==> config.mk <==
export PLATFORM = sky130hd
export DESIGN_NAME = tpl_front_end
export DESIGN_NICKNAME = d
export VERILOG_FILES = /design/src/hdl/tpl_pkg.sv /design/src/hdl/tpl_sync.sv /design/src/hdl/tpl_front_end.sv
export SDC_FILE = /design/constraint.sdc
export NUM_CORES = 1
export LEC_CHECK = 0
export ABC_CLOCK_PERIOD_IN_PS = 5700
export BUFFER_PORTS_ARGS = -buffer_cell sky130_fd_sc_hd__buf_2
export CAP_MARGIN = 20
export CORE_MARGIN = 2
export CORE_UTILIZATION = 45
export CTS_CLUSTER_SIZE = 25
export DETAILED_ROUTE_END_ITERATION = 8
export SKIP_LAST_GASP = 1
export SYNTH_ARGS = -nofsm -noshare
export SYNTH_HDL_FRONTEND = slang
export SYNTH_SLANG_ARGS = --single-unit
==> constraint.sdc <==
create_clock -name clk_sys -period 5.7 [get_ports clk_sys]
set_clock_uncertainty 0.15 [all_clocks]
set_input_delay 0.855 -clock clk_sys [delete_from_list [all_inputs] [get_ports clk_sys]]
set_output_delay 0.855 -clock clk_sys [all_outputs]
set_load 0.01 [all_outputs]
==> src/hdl/tpl_pkg.sv <==
// Shared constants for the tuner synthesizer control front end
package tpl_pkg;
  // Bus select pin levels as seen by the level sensor
  localparam logic [1:0] SEL_GND = 2'h0;
  localparam logic [1:0] SEL_OPEN = 2'h1;
  localparam logic [1:0] SEL_VCC = 2'h3;
  // Three-wire word lengths
  localparam logic [4:0] LEN_SHORT = 5'h12;
  localparam logic [4:0] LEN_MID = 5'h13;
  localparam logic [4:0] LEN_LONG = 5'h1b;
  localparam logic [4:0] LEN_SAT = 5'h1f;
  localparam int WORD_W = 27;
  // Word length classes reported out
  localparam logic [1:0] CLS_NONE = 2'h0;
  localparam logic [1:0] CLS_SHORT = 2'h1;
  localparam logic [1:0] CLS_MID = 2'h2;
  localparam logic [1:0] CLS_LONG = 2'h3;
  // Reference divider values
  localparam logic [7:0] REF_64 = 8'h40;
  localparam logic [7:0] REF_80 = 8'h50;
  localparam logic [7:0] REF_128 = 8'h80;
  // Divider limits
  localparam logic [9:0] M_MAX_LONG = 10'h3ff;
  localparam logic [9:0] M_MAX_SHORT = 10'h1ff;
  localparam int LO_W = 15;
  // Two-wire addressing: fixed upper five bits of the address byte
  localparam logic [4:0] ADDR_FIXED = 5'h18;
  // Control byte field positions
  localparam int CB_CP = 6;
  localparam int CB_CD = 4;
  localparam int CB_R1 = 2;
  localparam int CB_R0 = 1;
  localparam int CB_OS = 0;
  // Status byte constant bits 5..3
  localparam logic [2:0] STAT_ONES = 3'h7;
  // Two-wire receive byte pairing
  localparam logic [1:0] PEND_NONE = 2'h0;
  localparam logic [1:0] PEND_DIV = 2'h1;
  localparam logic [1:0] PEND_CTRL = 2'h2;
  typedef enum logic [2:0] {
    TW_IDLE = 3'h0,
    TW_ADDR = 3'h1,
    TW_ACKA = 3'h3,
    TW_WRB = 3'h2,
    TW_ACKW = 3'h6,
    TW_RD = 3'h7,
    TW_RDACK = 3'h5
  } tpl_tw_state_t;
endpackage

==> src/hdl/tpl_sync.sv <==
// Two-stage synchroniser for inputs from outside the clock domain
`timescale 1ns/1ps
`default_nettype none
module tpl_sync #(
  parameter int W = 1
) (
  input wire logic clk_sys,
  input wire logic sys_rst,
  input wire logic [W-1:0] async_in,
  output logic [W-1:0] sync_out
);
  logic [W-1:0] meta_ff;
  always_ff @(posedge clk_sys or posedge sys_rst) begin
    if (sys_rst) begin
      meta_ff <= '0;
      sync_out <= '0;
    end else begin
      meta_ff <= async_in;
      sync_out <= meta_ff;
    end
  end
endmodule // tpl_sync
`default_nettype wire

==> src/hdl/tpl_front_end.sv <==
// Bus mode select, serial word decode and divider setup for the tuner synthesizer
`timescale 1ns/1ps
`default_nettype none
// Behaviour
// - Mode pin level picks two- or three-wire bus
// - Count enable-window bits, classify 18/19/27
// - Reference divider from pin level and length
// - LO ratio is thirty-two M plus S
// - Binary M,S; S below M, M limited
// - Power-up clears frequency and band switches
// - Address read/write bit sets transfer direction
// - Lock pin: converter input and lock output
// - Sample on clock rise, apply on enable fall
// - Eighteen-bit word forces top main bit zero
// - Ratio code 01=128, 11=64, x0=80
module tpl_front_end (
  input wire logic clk_sys,
  input wire logic sys_rst,
  input wire logic [1:0] bus_select_pin,
  input wire logic serial_clock_pin,
  input wire logic serial_data_pin,
  input wire logic addr_select_or_enable_pin,
  input wire logic [1:0] addr_select_level,
  input wire logic lock_detect,
  input wire logic [2:0] adc_level,
  output logic serialDataOut,
  output logic serialDataOeN,
  output logic lockOut,
  output logic threeWireMode,
  output logic [1:0] wordClass,
  output logic [9:0] mainRatio,
  output logic [4:0] swallowCount,
  output logic [7:0] refDivider,
  output logic [tpl_pkg::LO_W-1:0] loDivideRatio,
  output logic [3:0] bandSwitch,
  output logic chargePumpHigh,
  output logic chargePumpOff,
  output logic varicapOff
);
  import tpl_pkg::*;

  function automatic logic [7:0] refFromCode(input logic hi, input logic lo);
    if (!lo) return REF_80;
    return hi ? REF_64 : REF_128;
  endfunction

  logic [1:0] selS;
  logic sclS, sdaS, enS;
  logic [1:0] addrS;
  logic lockS;
  logic [2:0] adcS;
  tpl_sync #(.W(11)) u_sync (
    .clk_sys(clk_sys),
    .sys_rst(sys_rst),
    .async_in({bus_select_pin, serial_clock_pin, serial_data_pin, addr_select_or_enable_pin,
               addr_select_level, lock_detect, adc_level}),
    .sync_out({selS, sclS, sdaS, enS, addrS, lockS, adcS})
  );

  logic sclPrev_ff, sdaPrev_ff, enPrev_ff;
  always_ff @(posedge clk_sys or posedge sys_rst) begin
    if (sys_rst) begin
      sclPrev_ff <= 1'b0;
      sdaPrev_ff <= 1'b1;
      enPrev_ff <= 1'b0;
    end else begin
      sclPrev_ff <= sclS;
      sdaPrev_ff <= sdaS;
      enPrev_ff <= enS;
    end
  end
  logic sclRise, sclFall, enRise, enFall, twStart, twStop;
  assign sclRise = sclS && !sclPrev_ff;
  assign sclFall = !sclS && sclPrev_ff;
  assign enRise = enS && !enPrev_ff;
  assign enFall = !enS && enPrev_ff;
  assign twStart = sclS && sclPrev_ff && sdaPrev_ff && !sdaS;
  assign twStop = sclS && sclPrev_ff && !sdaPrev_ff && sdaS;

  // Mode pin is sampled only between transfers so a glitch cannot split a word
  tpl_tw_state_t twState_ff;
  logic pinHigh_ff;
  logic busIdle;
  assign busIdle = threeWireMode ? !enS : (twState_ff == TW_IDLE);
  always_ff @(posedge clk_sys or posedge sys_rst) begin
    if (sys_rst) begin
      threeWireMode <= 1'b0;
      pinHigh_ff <= 1'b0;
    end else if (busIdle) begin
      threeWireMode <= (selS != SEL_GND);
      pinHigh_ff <= (selS == SEL_VCC);
    end
  end

  // Three-wire receive
  logic [WORD_W-1:0] word_ff;
  logic [4:0] bitCnt_ff;
  always_ff @(posedge clk_sys or posedge sys_rst) begin
    if (sys_rst) begin
      word_ff <= '0;
      bitCnt_ff <= 5'h0;
    end else if (threeWireMode) begin
      if (enRise) begin
        bitCnt_ff <= 5'h0;
      end else if (enS && sclRise) begin
        word_ff <= {word_ff[WORD_W-2:0], sdaS};
        if (bitCnt_ff != LEN_SAT) begin
          bitCnt_ff <= bitCnt_ff + 5'h1;
        end
      end
    end
  end

  // Apply strobes from both bus paths; only the selected one ever fires
  logic twLoad, twFreq, twCtrl;
  logic [9:0] twM;
  logic [4:0] twS;
  logic [7:0] twCtrlByte;
  logic [3:0] twBand;
  logic [9:0] wM;
  logic [4:0] wS;
  logic [3:0] wBand;
  logic [7:0] wTest;
  logic wValid;
  always_comb begin
    wValid = threeWireMode && enFall;
    wM = 10'h0;
    wS = 5'h0;
    wBand = 4'h0;
    wTest = 8'h0;
    unique case (bitCnt_ff)
      LEN_SHORT: begin
        wBand = word_ff[17:14];
        wM = {1'b0, word_ff[13:5]};
        wS = word_ff[4:0];
      end
      LEN_MID: begin
        wBand = word_ff[18:15];
        wM = word_ff[14:5];
        wS = word_ff[4:0];
      end
      LEN_LONG: begin
        wBand = word_ff[26:23];
        wM = word_ff[22:13];
        wS = word_ff[12:8];
        wTest = word_ff[7:0];
      end
      default: wValid = 1'b0;
    endcase
  end

  logic [9:0] newM;
  logic [4:0] newS;
  logic freqOk;
  assign newM = threeWireMode ? wM : twM;
  assign newS = threeWireMode ? wS : twS;
  assign freqOk = ({5'h0, newS} < newM) && (newM <= M_MAX_LONG);

  always_ff @(posedge clk_sys or posedge sys_rst) begin
    if (sys_rst) begin
      mainRatio <= 10'h0;
      swallowCount <= 5'h0;
      bandSwitch <= 4'h0;
      refDivider <= REF_80;
      chargePumpHigh <= 1'b0;
      chargePumpOff <= 1'b0;
      varicapOff <= 1'b0;
      wordClass <= CLS_NONE;
    end else if (wValid) begin
      bandSwitch <= wBand;
      if (freqOk) begin
        mainRatio <= wM;
        swallowCount <= wS;
      end
      if (bitCnt_ff == LEN_LONG) begin
        wordClass <= CLS_LONG;
        refDivider <= refFromCode(wTest[CB_R1], wTest[CB_R0]);
        chargePumpHigh <= wTest[CB_CP];
        chargePumpOff <= wTest[CB_CD];
        varicapOff <= wTest[CB_OS];
      end else if (bitCnt_ff == LEN_SHORT) begin
        wordClass <= CLS_SHORT;
        refDivider <= pinHigh_ff ? REF_80 : REF_64;
      end else begin
        wordClass <= CLS_MID;
        refDivider <= pinHigh_ff ? REF_80 : REF_128;
      end
    end else if (twLoad) begin
      if (twFreq && freqOk) begin
        mainRatio <= twM;
        swallowCount <= twS;
      end
      if (twCtrl) begin
        bandSwitch <= twBand;
        refDivider <= refFromCode(twCtrlByte[CB_R1], twCtrlByte[CB_R0]);
        chargePumpHigh <= twCtrlByte[CB_CP];
        chargePumpOff <= twCtrlByte[CB_CD];
        varicapOff <= twCtrlByte[CB_OS];
      end
    end
  end

  always_ff @(posedge clk_sys or posedge sys_rst) begin
    if (sys_rst) begin
      loDivideRatio <= '0;
    end else begin
      loDivideRatio <= {mainRatio, 5'h0} + {10'h0, swallowCount};
    end
  end

  // Two-wire slave
  logic [7:0] rxSh_ff, txSh_ff, pendByte_ff;
  logic [3:0] twCnt_ff;
  logic readDir_ff, masterAck_ff;
  logic [1:0] pend_ff;
  logic [7:0] statusByte;
  assign statusByte = {1'b0, lockS, STAT_ONES, adcS};
  assign twM = {pendByte_ff[6:0], rxSh_ff[7:5]};
  assign twS = rxSh_ff[4:0];
  assign twCtrlByte = pendByte_ff;
  assign twBand = rxSh_ff[3:0];
  logic byteDone;
  assign byteDone = sclFall && (twCnt_ff == 4'h8);
  assign twLoad = !threeWireMode && (twState_ff == TW_WRB) && byteDone && (pend_ff != PEND_NONE);
  assign twFreq = (pend_ff == PEND_DIV);
  assign twCtrl = (pend_ff == PEND_CTRL);

  always_ff @(posedge clk_sys or posedge sys_rst) begin
    if (sys_rst) begin
      twState_ff <= TW_IDLE;
      rxSh_ff <= 8'h0;
      txSh_ff <= 8'h0;
      pendByte_ff <= 8'h0;
      twCnt_ff <= 4'h0;
      readDir_ff <= 1'b0;
      masterAck_ff <= 1'b0;
      pend_ff <= PEND_NONE;
      serialDataOeN <= 1'b1;
    end else if (threeWireMode) begin
      twState_ff <= TW_IDLE;
      serialDataOeN <= 1'b1;
    end else if (twStart) begin
      twState_ff <= TW_ADDR; // New start restarts even without a stop
      twCnt_ff <= 4'h0;
      pend_ff <= PEND_NONE;
      serialDataOeN <= 1'b1;
    end else if (twStop) begin
      twState_ff <= TW_IDLE;
      serialDataOeN <= 1'b1;
    end else begin
      unique case (twState_ff)
        TW_IDLE: begin
          serialDataOeN <= 1'b1;
        end
        TW_ADDR, TW_WRB: begin
          if (sclRise) begin
            rxSh_ff <= {rxSh_ff[6:0], sdaS};
            twCnt_ff <= twCnt_ff + 4'h1;
          end else if (byteDone) begin
            twCnt_ff <= 4'h0;
            if (twState_ff == TW_ADDR) begin
              if (rxSh_ff[7:1] == {ADDR_FIXED, addrS}) begin
                readDir_ff <= rxSh_ff[0];
                serialDataOeN <= 1'b0;
                twState_ff <= TW_ACKA;
              end else begin
                twState_ff <= TW_IDLE;
              end
            end else begin
              serialDataOeN <= 1'b0;
              twState_ff <= TW_ACKW;
              if (pend_ff == PEND_NONE) begin
                pendByte_ff <= rxSh_ff;
                pend_ff <= rxSh_ff[7] ? PEND_CTRL : PEND_DIV;
              end else begin
                pend_ff <= PEND_NONE;
              end
            end
          end
        end
        TW_ACKA: begin
          if (sclFall) begin
            if (readDir_ff) begin
              serialDataOeN <= statusByte[7];
              txSh_ff <= {statusByte[6:0], 1'b0};
              twCnt_ff <= 4'h1;
              twState_ff <= TW_RD;
            end else begin
              serialDataOeN <= 1'b1;
              twState_ff <= TW_WRB;
            end
          end
        end
        TW_ACKW: begin
          if (sclFall) begin
            serialDataOeN <= 1'b1;
            twState_ff <= TW_WRB;
          end
        end
        TW_RD: begin
          if (sclFall) begin
            if (twCnt_ff == 4'h8) begin
              serialDataOeN <= 1'b1;
              twState_ff <= TW_RDACK;
            end else begin
              serialDataOeN <= txSh_ff[7];
              txSh_ff <= {txSh_ff[6:0], 1'b0};
              twCnt_ff <= twCnt_ff + 4'h1;
            end
          end
        end
        TW_RDACK: begin
          if (sclRise) begin
            masterAck_ff <= !sdaS;
          end else if (sclFall) begin
            if (masterAck_ff) begin
              serialDataOeN <= statusByte[7];
              txSh_ff <= {statusByte[6:0], 1'b0};
              twCnt_ff <= 4'h1;
              twState_ff <= TW_RD;
            end else begin
              twState_ff <= TW_IDLE;
            end
          end
        end
        default: begin
          twState_ff <= TW_IDLE;
          serialDataOeN <= 1'b1;
        end
      endcase
    end
  end

  always_ff @(posedge clk_sys or posedge sys_rst) begin
    if (sys_rst) begin
      serialDataOut <= 1'b0;
      lockOut <= 1'b0;
    end else begin
      serialDataOut <= 1'b0; // Open drain: only ever pulls low
      lockOut <= lockS;
    end
  end
endmodule // tpl_front_end
`default_nettype wire

**After elaboration in Yosys (flattened, before gate mapping)**

Index checks and enable logic that the tools add are counted.

- Flip-flop bits (word level): 142
- Input bits: 13
- Output and inout bits: 51
- Word-level logic and storage cells: 255

- Magnitude comparators: 2
- Add/sub/neg operators: 3
- Equal/unequal tests: 46
- Reduce and logical (&&, ||, !) cells: 54
- Bitwise gates (word level): 6
- Multiplexer cells: 116

Operator list:

| operator | number |
|---|---|
| 8-bit 2-to-1 mux | 19 |
| 4-bit 2-to-1 mux | 14 |
| 10-bit 2-to-1 mux | 5 |
| 5-bit != test, second input constant | 10 |
| 5-bit 2-to-1 mux | 9 |
| 3-bit 2-to-1 mux | 14 |
| 1-bit 2-to-1 mux | 36 |
| 10-bit case mux with 3 select lines | 1 |
| 8-bit case mux with 3 select lines | 1 |
| 2-bit 2-to-1 mux | 11 |
| 11-bit AND reduction | 2 |
| 3-bit != test, second input constant | 7 |
| 2-bit != test, second input constant | 9 |
| 3-bit case mux with 6 select lines | 1 |
| 9-bit AND reduction | 2 |
| 2-bit nonzero test | 9 |
| 1-bit logical AND | 17 |
| 4-bit case mux with 4 select lines | 1 |
| 8-bit AND reduction | 2 |
| 15-bit by 5-bit adder with 15-bit output | 1 |
| 5-bit == test, second input constant | 3 |
| 4-bit case mux with 3 select lines | 1 |
| 3-bit AND reduction | 4 |
| 10-bit <= comparator, second input constant | 1 |
| other kinds (27) | 47 |

**Depth between registers and ports, before layout**

- Depth in word-level cells: 11
- Mapped depth: 16
- Gate-level depth less buffers: 14

**Modules after synthesis**

Synthesis repeated with hierarchy kept, for this count alone.

- Cell total of the unflattened synthesis: 547
- Area total of the unflattened synthesis: 6,238.5 um^2

By module, submodules not included:

| module | times used | cells each | area each (um^2) |
|---|---|---|---|
| tpl_front_end | 1 | 524 | 5,684.2 |
| tpl_sync | 1 | 23 | 554.3 |

**Worst setup path before layout**

No wires, ideal clock.

- Kind: reg-to-reg
- From: register bitCnt_ff[0]
- To: register mainRatio[0]
- Buffers on the path: 3
- Setup time: 125 ps
- Clock period less this slack: 3,681 ps
- Cell stages (with the launch flop): 16
- Arrival: 3,406 ps
- Slack: 2,019 ps
- Cell sequence: dfrtp_1 > ha_1 > o21a_1 > and2_1 > clkbuf_2 > clkbuf_1 > a22oi_1 > a21oi_1 > ha_1 > nand3_1 > or3_1 > a221oi_1 > a2111oi_2 > o21ai_2 > buf_6 > mux2_4

- Word-level cells in the longest chain between the ends: 9
- Elaborated cells between the ends (all ways): 20
- Classes of those cells: 2 x order compare; 4 x eq/ne; 7 x mux; 7 x reduce/logical

Ends and longest elaborated chain:

| item | RTL line | RTL |
|---|---|---|
| start, declared | tpl_front_end.sv:97 | `logic [4:0] bitCnt_ff;` |
| start signal, assigned | tpl_front_end.sv:108 | `bitCnt_ff <= bitCnt_ff + 5'h1;` |
| 5-bit == test | tpl_front_end.sv:131 | `unique case (bitCnt_ff)` |
| 2-bit OR reduction (no source line) | n/a |  |
| 5-bit case mux with 2 select lines | tpl_front_end.sv:131 |  |
| 5-bit 2-to-1 mux | tpl_front_end.sv:156 | `assign newS = threeWireMode ? wS : twS;` |
| 5-bit by 10-bit less-than comparator with 1-bit output | tpl_front_end.sv:157 | `assign freqOk = ({5'h0, newS} < newM) && (newM <= M_MAX_LONG);` |
| 1-bit logical AND | tpl_front_end.sv:157 |  |
| 1-bit logical AND | tpl_front_end.sv:189 | `if (twFreq && freqOk) begin` |
| 2-bit nonzero test (no source line) | n/a |  |
| 3-bit AND reduction (no source line) | n/a |  |
| end signal, assigned | tpl_front_end.sv:172 | `mainRatio <= wM;` |
| end signal, assigned | tpl_front_end.sv:190 | `mainRatio <= twM;` |
| end, declared | tpl_front_end.sv:31 | `output logic [9:0] mainRatio,` |

Several ways; a longest one is shown, not always the timed one. The select of a mux whose other input is x is not followed.
A chain may end at the register's enable or synchronous reset.

**Worst setup path in the final report**

- From: register bitCnt_ff[0]
- To: register swallowCount[4]

- Word-level cells in the longest chain between the ends: 9
- Elaborated cells between the ends (all ways): 20
- Classes of those cells: 2 x order compare; 4 x eq/ne; 7 x mux; 7 x reduce/logical

Ends and longest elaborated chain:

| item | RTL line | RTL |
|---|---|---|
| 5-bit == test | tpl_front_end.sv:131 |  |
| 2-bit OR reduction (no source line) | n/a |  |
| 5-bit case mux with 2 select lines | tpl_front_end.sv:131 |  |
| 5-bit 2-to-1 mux | tpl_front_end.sv:156 |  |
| 5-bit by 10-bit less-than comparator with 1-bit output | tpl_front_end.sv:157 |  |
| 1-bit logical AND | tpl_front_end.sv:157 |  |
| 1-bit logical AND | tpl_front_end.sv:189 |  |
| 2-bit nonzero test (no source line) | n/a |  |
| 3-bit AND reduction (no source line) | n/a |  |
| end signal, assigned | tpl_front_end.sv:173 | `swallowCount <= wS;` |
| end signal, assigned | tpl_front_end.sv:191 | `swallowCount <= twS;` |
| end, declared | tpl_front_end.sv:32 | `output logic [4:0] swallowCount,` |

Several ways; a longest one is shown, not always the timed one. The select of a mux whose other input is x is not followed.

==> flow_metrics.py <==
metrics = {
    "worst_setup_path": {
        "slowest_delay_ns": 0.80,
        "path_max_fanout": 18,
        "crit_family": "compound AO/OA/AOI/OAI gates",
        "cp_cell_sequence": "ha_1, and4b_1, a22oi_1, nand2_1, o21ai_0, ha_1, nand3_1, or3_1, a221oi_1, a2111oi_2, o21ai_2, mux2_2",
        "crit_arrival_ns": 4.52,
        "startpoint_type": "flop",
        "critPathCaptureType": "flop",
        "critPathBufInv": 0,
        "cpMostUsedCell": "ha_1",
        "cp.required_ns": 5.85,
        "cp_slowest_cell": "o21ai_2",
        "path_class": "flop to flop",
    },
    "timing": {
        "rsz0062_at_grt": "false",
        "fin_crit_sh": 0.765,
        "relSlewSlack": 0.332,
        "fmax_mhz": 229,
        "setup_slack_ns": 1.34,
        "finalHoldViolCount": 0,
        "setup_viol": 0,
        "whs_ns": 0.194,
        "slew_violations": 0,
        "fin_setup_tns_ns": 0,
        "worst_pin_slew_ns": 1.00,
        "period_needed_ns": 4.36,
    },
    "drt": {
        "viasPerCell": 5.41,
        "drt-wirelength-per-cell_um": 17.0,
        "num_vias": 4291,
        "wl_um": 13500,
        "first_pass_iters": 4,
        "drt_iter0_markers": 262,
        "drc": 0,
        "antenna_left": 0,
    },
    "finish": {
        "multi_input_area_um2": 2570,
        "area_growth_syn_to_layout_pct": 15.8,
        "drive_gt1_frac": 0.256,
        "fill_cells": 1188,
        "final_core_util": 0.536,
        "regArea_um2": 3410,
        "finish.instance_area_um2": 7130,
        "final_nets": 626,
        "diodes": 0,
    },
    "clock_network": {
        "postCtsSetupBuffers": 0,
        "cts_resized": 0,
        "clk_path_buf_depth": 2,
        "clk_latency_ns": 0.42,
        "cts_htree_levels": 4,
        "cts_tree": "built",
        "cts_made_buffers": 17,
        "root_buffer": "clkbuf_16",
        "postCtsHoldBufs": 0,
        "clkTransAtPathRegs_ns": 0.06,
        "clock_sinks": 136,
    },
    "place": {
        "dp_hpwl_um": 9480,
        "placed_cell_area_um2": 6540,
        "io_buffers": 57,
        "post-place-ws_ns": 1.33,
        "place.gp.congestion": 0.850,
    },
    "die": {
        "initial_core_util": 0.463,
        "rows": 42,
        "ioPinCount": 64,
        "die_x_um": 121,
        "die-area_um2": 14600,
        "coreArea_um2": 13300,
        "die_h_um": 121,
    },
    "run_status": {
        "status": "finished, final reports clean",
    },
    "hold_path": {
        "hp-class": "flop to flop",
    },
    "global_routing": {
        "antenna_found_initial": 0,
        "grt.busiest_layer": "met2",
        "grt_util_met2": 0.316,
        "grt_use_met3": 0.0536,
        "met1_usage": 0.267,
        "grt_pass1_wl_um": 22300,
        "grt_max_degree": 98,
        "grt_use_total": 0.202,
        "overflow": 0,
        "grt_pass1_vias": 4196,
    },
    "pwr": {
        "vdd_drop_max_v": 0.000187,
        "p_leak_nw": 3.51,
        "p_per_area_nw_per_um2": 303,
    },
    "synth": {
        "synthArstFlopShare": 1.00,
        "synth_top_flop_cell": "dfrtp_1",
        "synth_area_um2": 6160,
        "synth_cells": 553,
        "synth_edf_count": 0,
        "synth-seq-cells": 136,
        "yosysWarnings": 0,
        "syn_avg_cell_area_um2": 11.1,
        "seq_area_frac_synth": 0.553,
        "post_synth_num_cell_types": 63,
    },
    "flow_run": {
        "drv_cap": 0,
    },
}
-- logic make-up (layout without fill, tap and decap cells) --
| group | Yosys count | count (layout) | share of synthesized area |
|---|---|---|---|
| DFF | 136 | 136 | 0.553 |
| xor gates and xnor gates | 6 | 6 | 0.00853 |
| other | 1 | 6 | 0.000609 |
| muxes | 69 | 69 | 0.130 |
| buffers and inverters | 42 | 101 | 0.0329 |
| AOI/OAI and AO/OA | 122 | 122 | 0.126 |
| and+or+nand+nor | 168 | 168 | 0.131 |
| adders and majority gates | 9 | 9 | 0.0183 |
-- layout make-up --
| type | count | share of cell area |
|---|---|---|
| timing repair buffer | 61 | 0.0453 |
| clock buffer | 24 | 0.0675 |
| clock inverter | 8 | 0.0133 |
| tap | 176 | 0.0309 |
| multi-input combinational | 380 | 0.360 |
| inverter | 8 | 0.00491 |
| sequential | 136 | 0.478 |
-- worst paths after layout --
kind | startpoint | end | slack (ns) | cells after the start
min in group asynchronous | sys_rst | txSh_ff[2] | 0.47 | 2
worst max register to register | bitCnt_ff[0] | swallowCount[4] | 1.34 | 12
worst max-delay path | bitCnt_ff[0] | swallowCount[4] | 1.34 | 12
worst min-delay path | u_sync.meta_ff[7] | u_sync.sync_out[7] | 0.19 | 0
worst min register to register | u_sync.meta_ff[7] | u_sync.sync_out[7] | 0.19 | 0
max in group asynchronous | sys_rst | sdaPrev_ff | 3.86 | 3
-- worst reg2reg max path: cells and delay by family (launching register included) --
family	cells	cell delay, ns
fa+ha+maj	2	0.61
mux	1	0.42
flops	1	0.40
simple gates	4	1.19
compound gates	5	1.48
-- report_power, final --
part	total, mW	internal (mW)	switching [mW]
registers	1.02	0.992	0.0254
logic	0.0807	0.0325	0.0482
clock network	1.06	0.674	0.387
-- registers in the layout (all words and copies together), names as in the netlist, 2 cells and up --
name,cells
twCnt_ff,4
twState_ff,3
word_ff,27
swallowCount,5
wordClass,2
txSh_ff,7
refDivider,3
bitCnt_ff,5
bandSwitch,4
pend_ff,2
rxSh_ff,8
pendByte_ff,7
u_sync.sync_out,11
mainRatio,10
loDivideRatio,15
u_sync.meta_ff,11
-- cell usage after synthesis, types with 3 or more instances --
| cell type | number | area (µm²) |
|---|---|---|
| a22oi_1 | 16 | 120 |
| mux2_4 | 10 | 150 |
| mux2i_1 | 10 | 100 |
| buf_4 | 7 | 52.6 |
| nand4_1 | 3 | 18.8 |
| or4_1 | 4 | 30.0 |
| xor2_1 | 4 | 35.0 |
| dfrtp_1 | 132 | 3300 |
| a21oi_1 | 18 | 90.1 |
| mux2_2 | 49 | 552 |
| nand2_1 | 67 | 251 |
| a211oi_1 | 4 | 30.0 |
| inv_1 | 8 | 30.0 |
| nor3b_1 | 3 | 22.5 |
| or3_1 | 3 | 18.8 |
| nor2b_1 | 4 | 25.0 |
| dfstp_2 | 4 | 105 |
| o21ai_0 | 50 | 250 |
| clkbuf_1 | 18 | 67.6 |
| and2_1 | 4 | 25.0 |
| a31oi_1 | 8 | 50.1 |
| buf_1 | 4 | 15.0 |
| nand3_1 | 9 | 45.0 |
| a21o_1 | 3 | 22.5 |
| nand3b_1 | 6 | 45.0 |
| nand2b_1 | 9 | 56.3 |
| nor2_1 | 42 | 158 |
| ha_1 | 9 | 113 |
| nor3_1 | 3 | 15.0 |
-- per-layer routing --
layer	vias to the layer above	share of wire
met5	-	0
met4	0	0.030
met3	31	0.047
met2	113	0.47
met1	2082	0.45
li1	2065	-
-- through the flow --
stage                     instances  total power, mW
after CTS                       792             2.19
after global placement          760             1.11
final                           793             2.16
after detailed placement        760             1.12
after global routing            793             2.24
after floorplan                 558             1.09
-- cell usage in the layout, fill, tap and decap left out, types with 3 or more instances in the layout --
cell	n
inv_1	7
nor3b_1	3
or3_1	3
nand2_1	67
nor2_1	42
ha_1	9
dfrtp_1	132
o21ai_0	50
nand4_1	3
and2_1	4
nand2b_1	9
xor2_1	4
nor2b_1	4
clkbuf_16	17
clkbuf_1	4
clkinv_2	4
nor3_1	3
clkbuf_8	3
mux2_2	49
nand3_1	9
a31oi_1	8
buf_2	57
a211oi_1	4
or4_1	4
a21oi_1	18
buf_4	3
a22oi_1	16
a21o_1	3
mux2i_1	10
nand3b_1	6
mux2_4	10
dfstp_2	4
conb_1	6
Power figures use the tool's default switching activity.
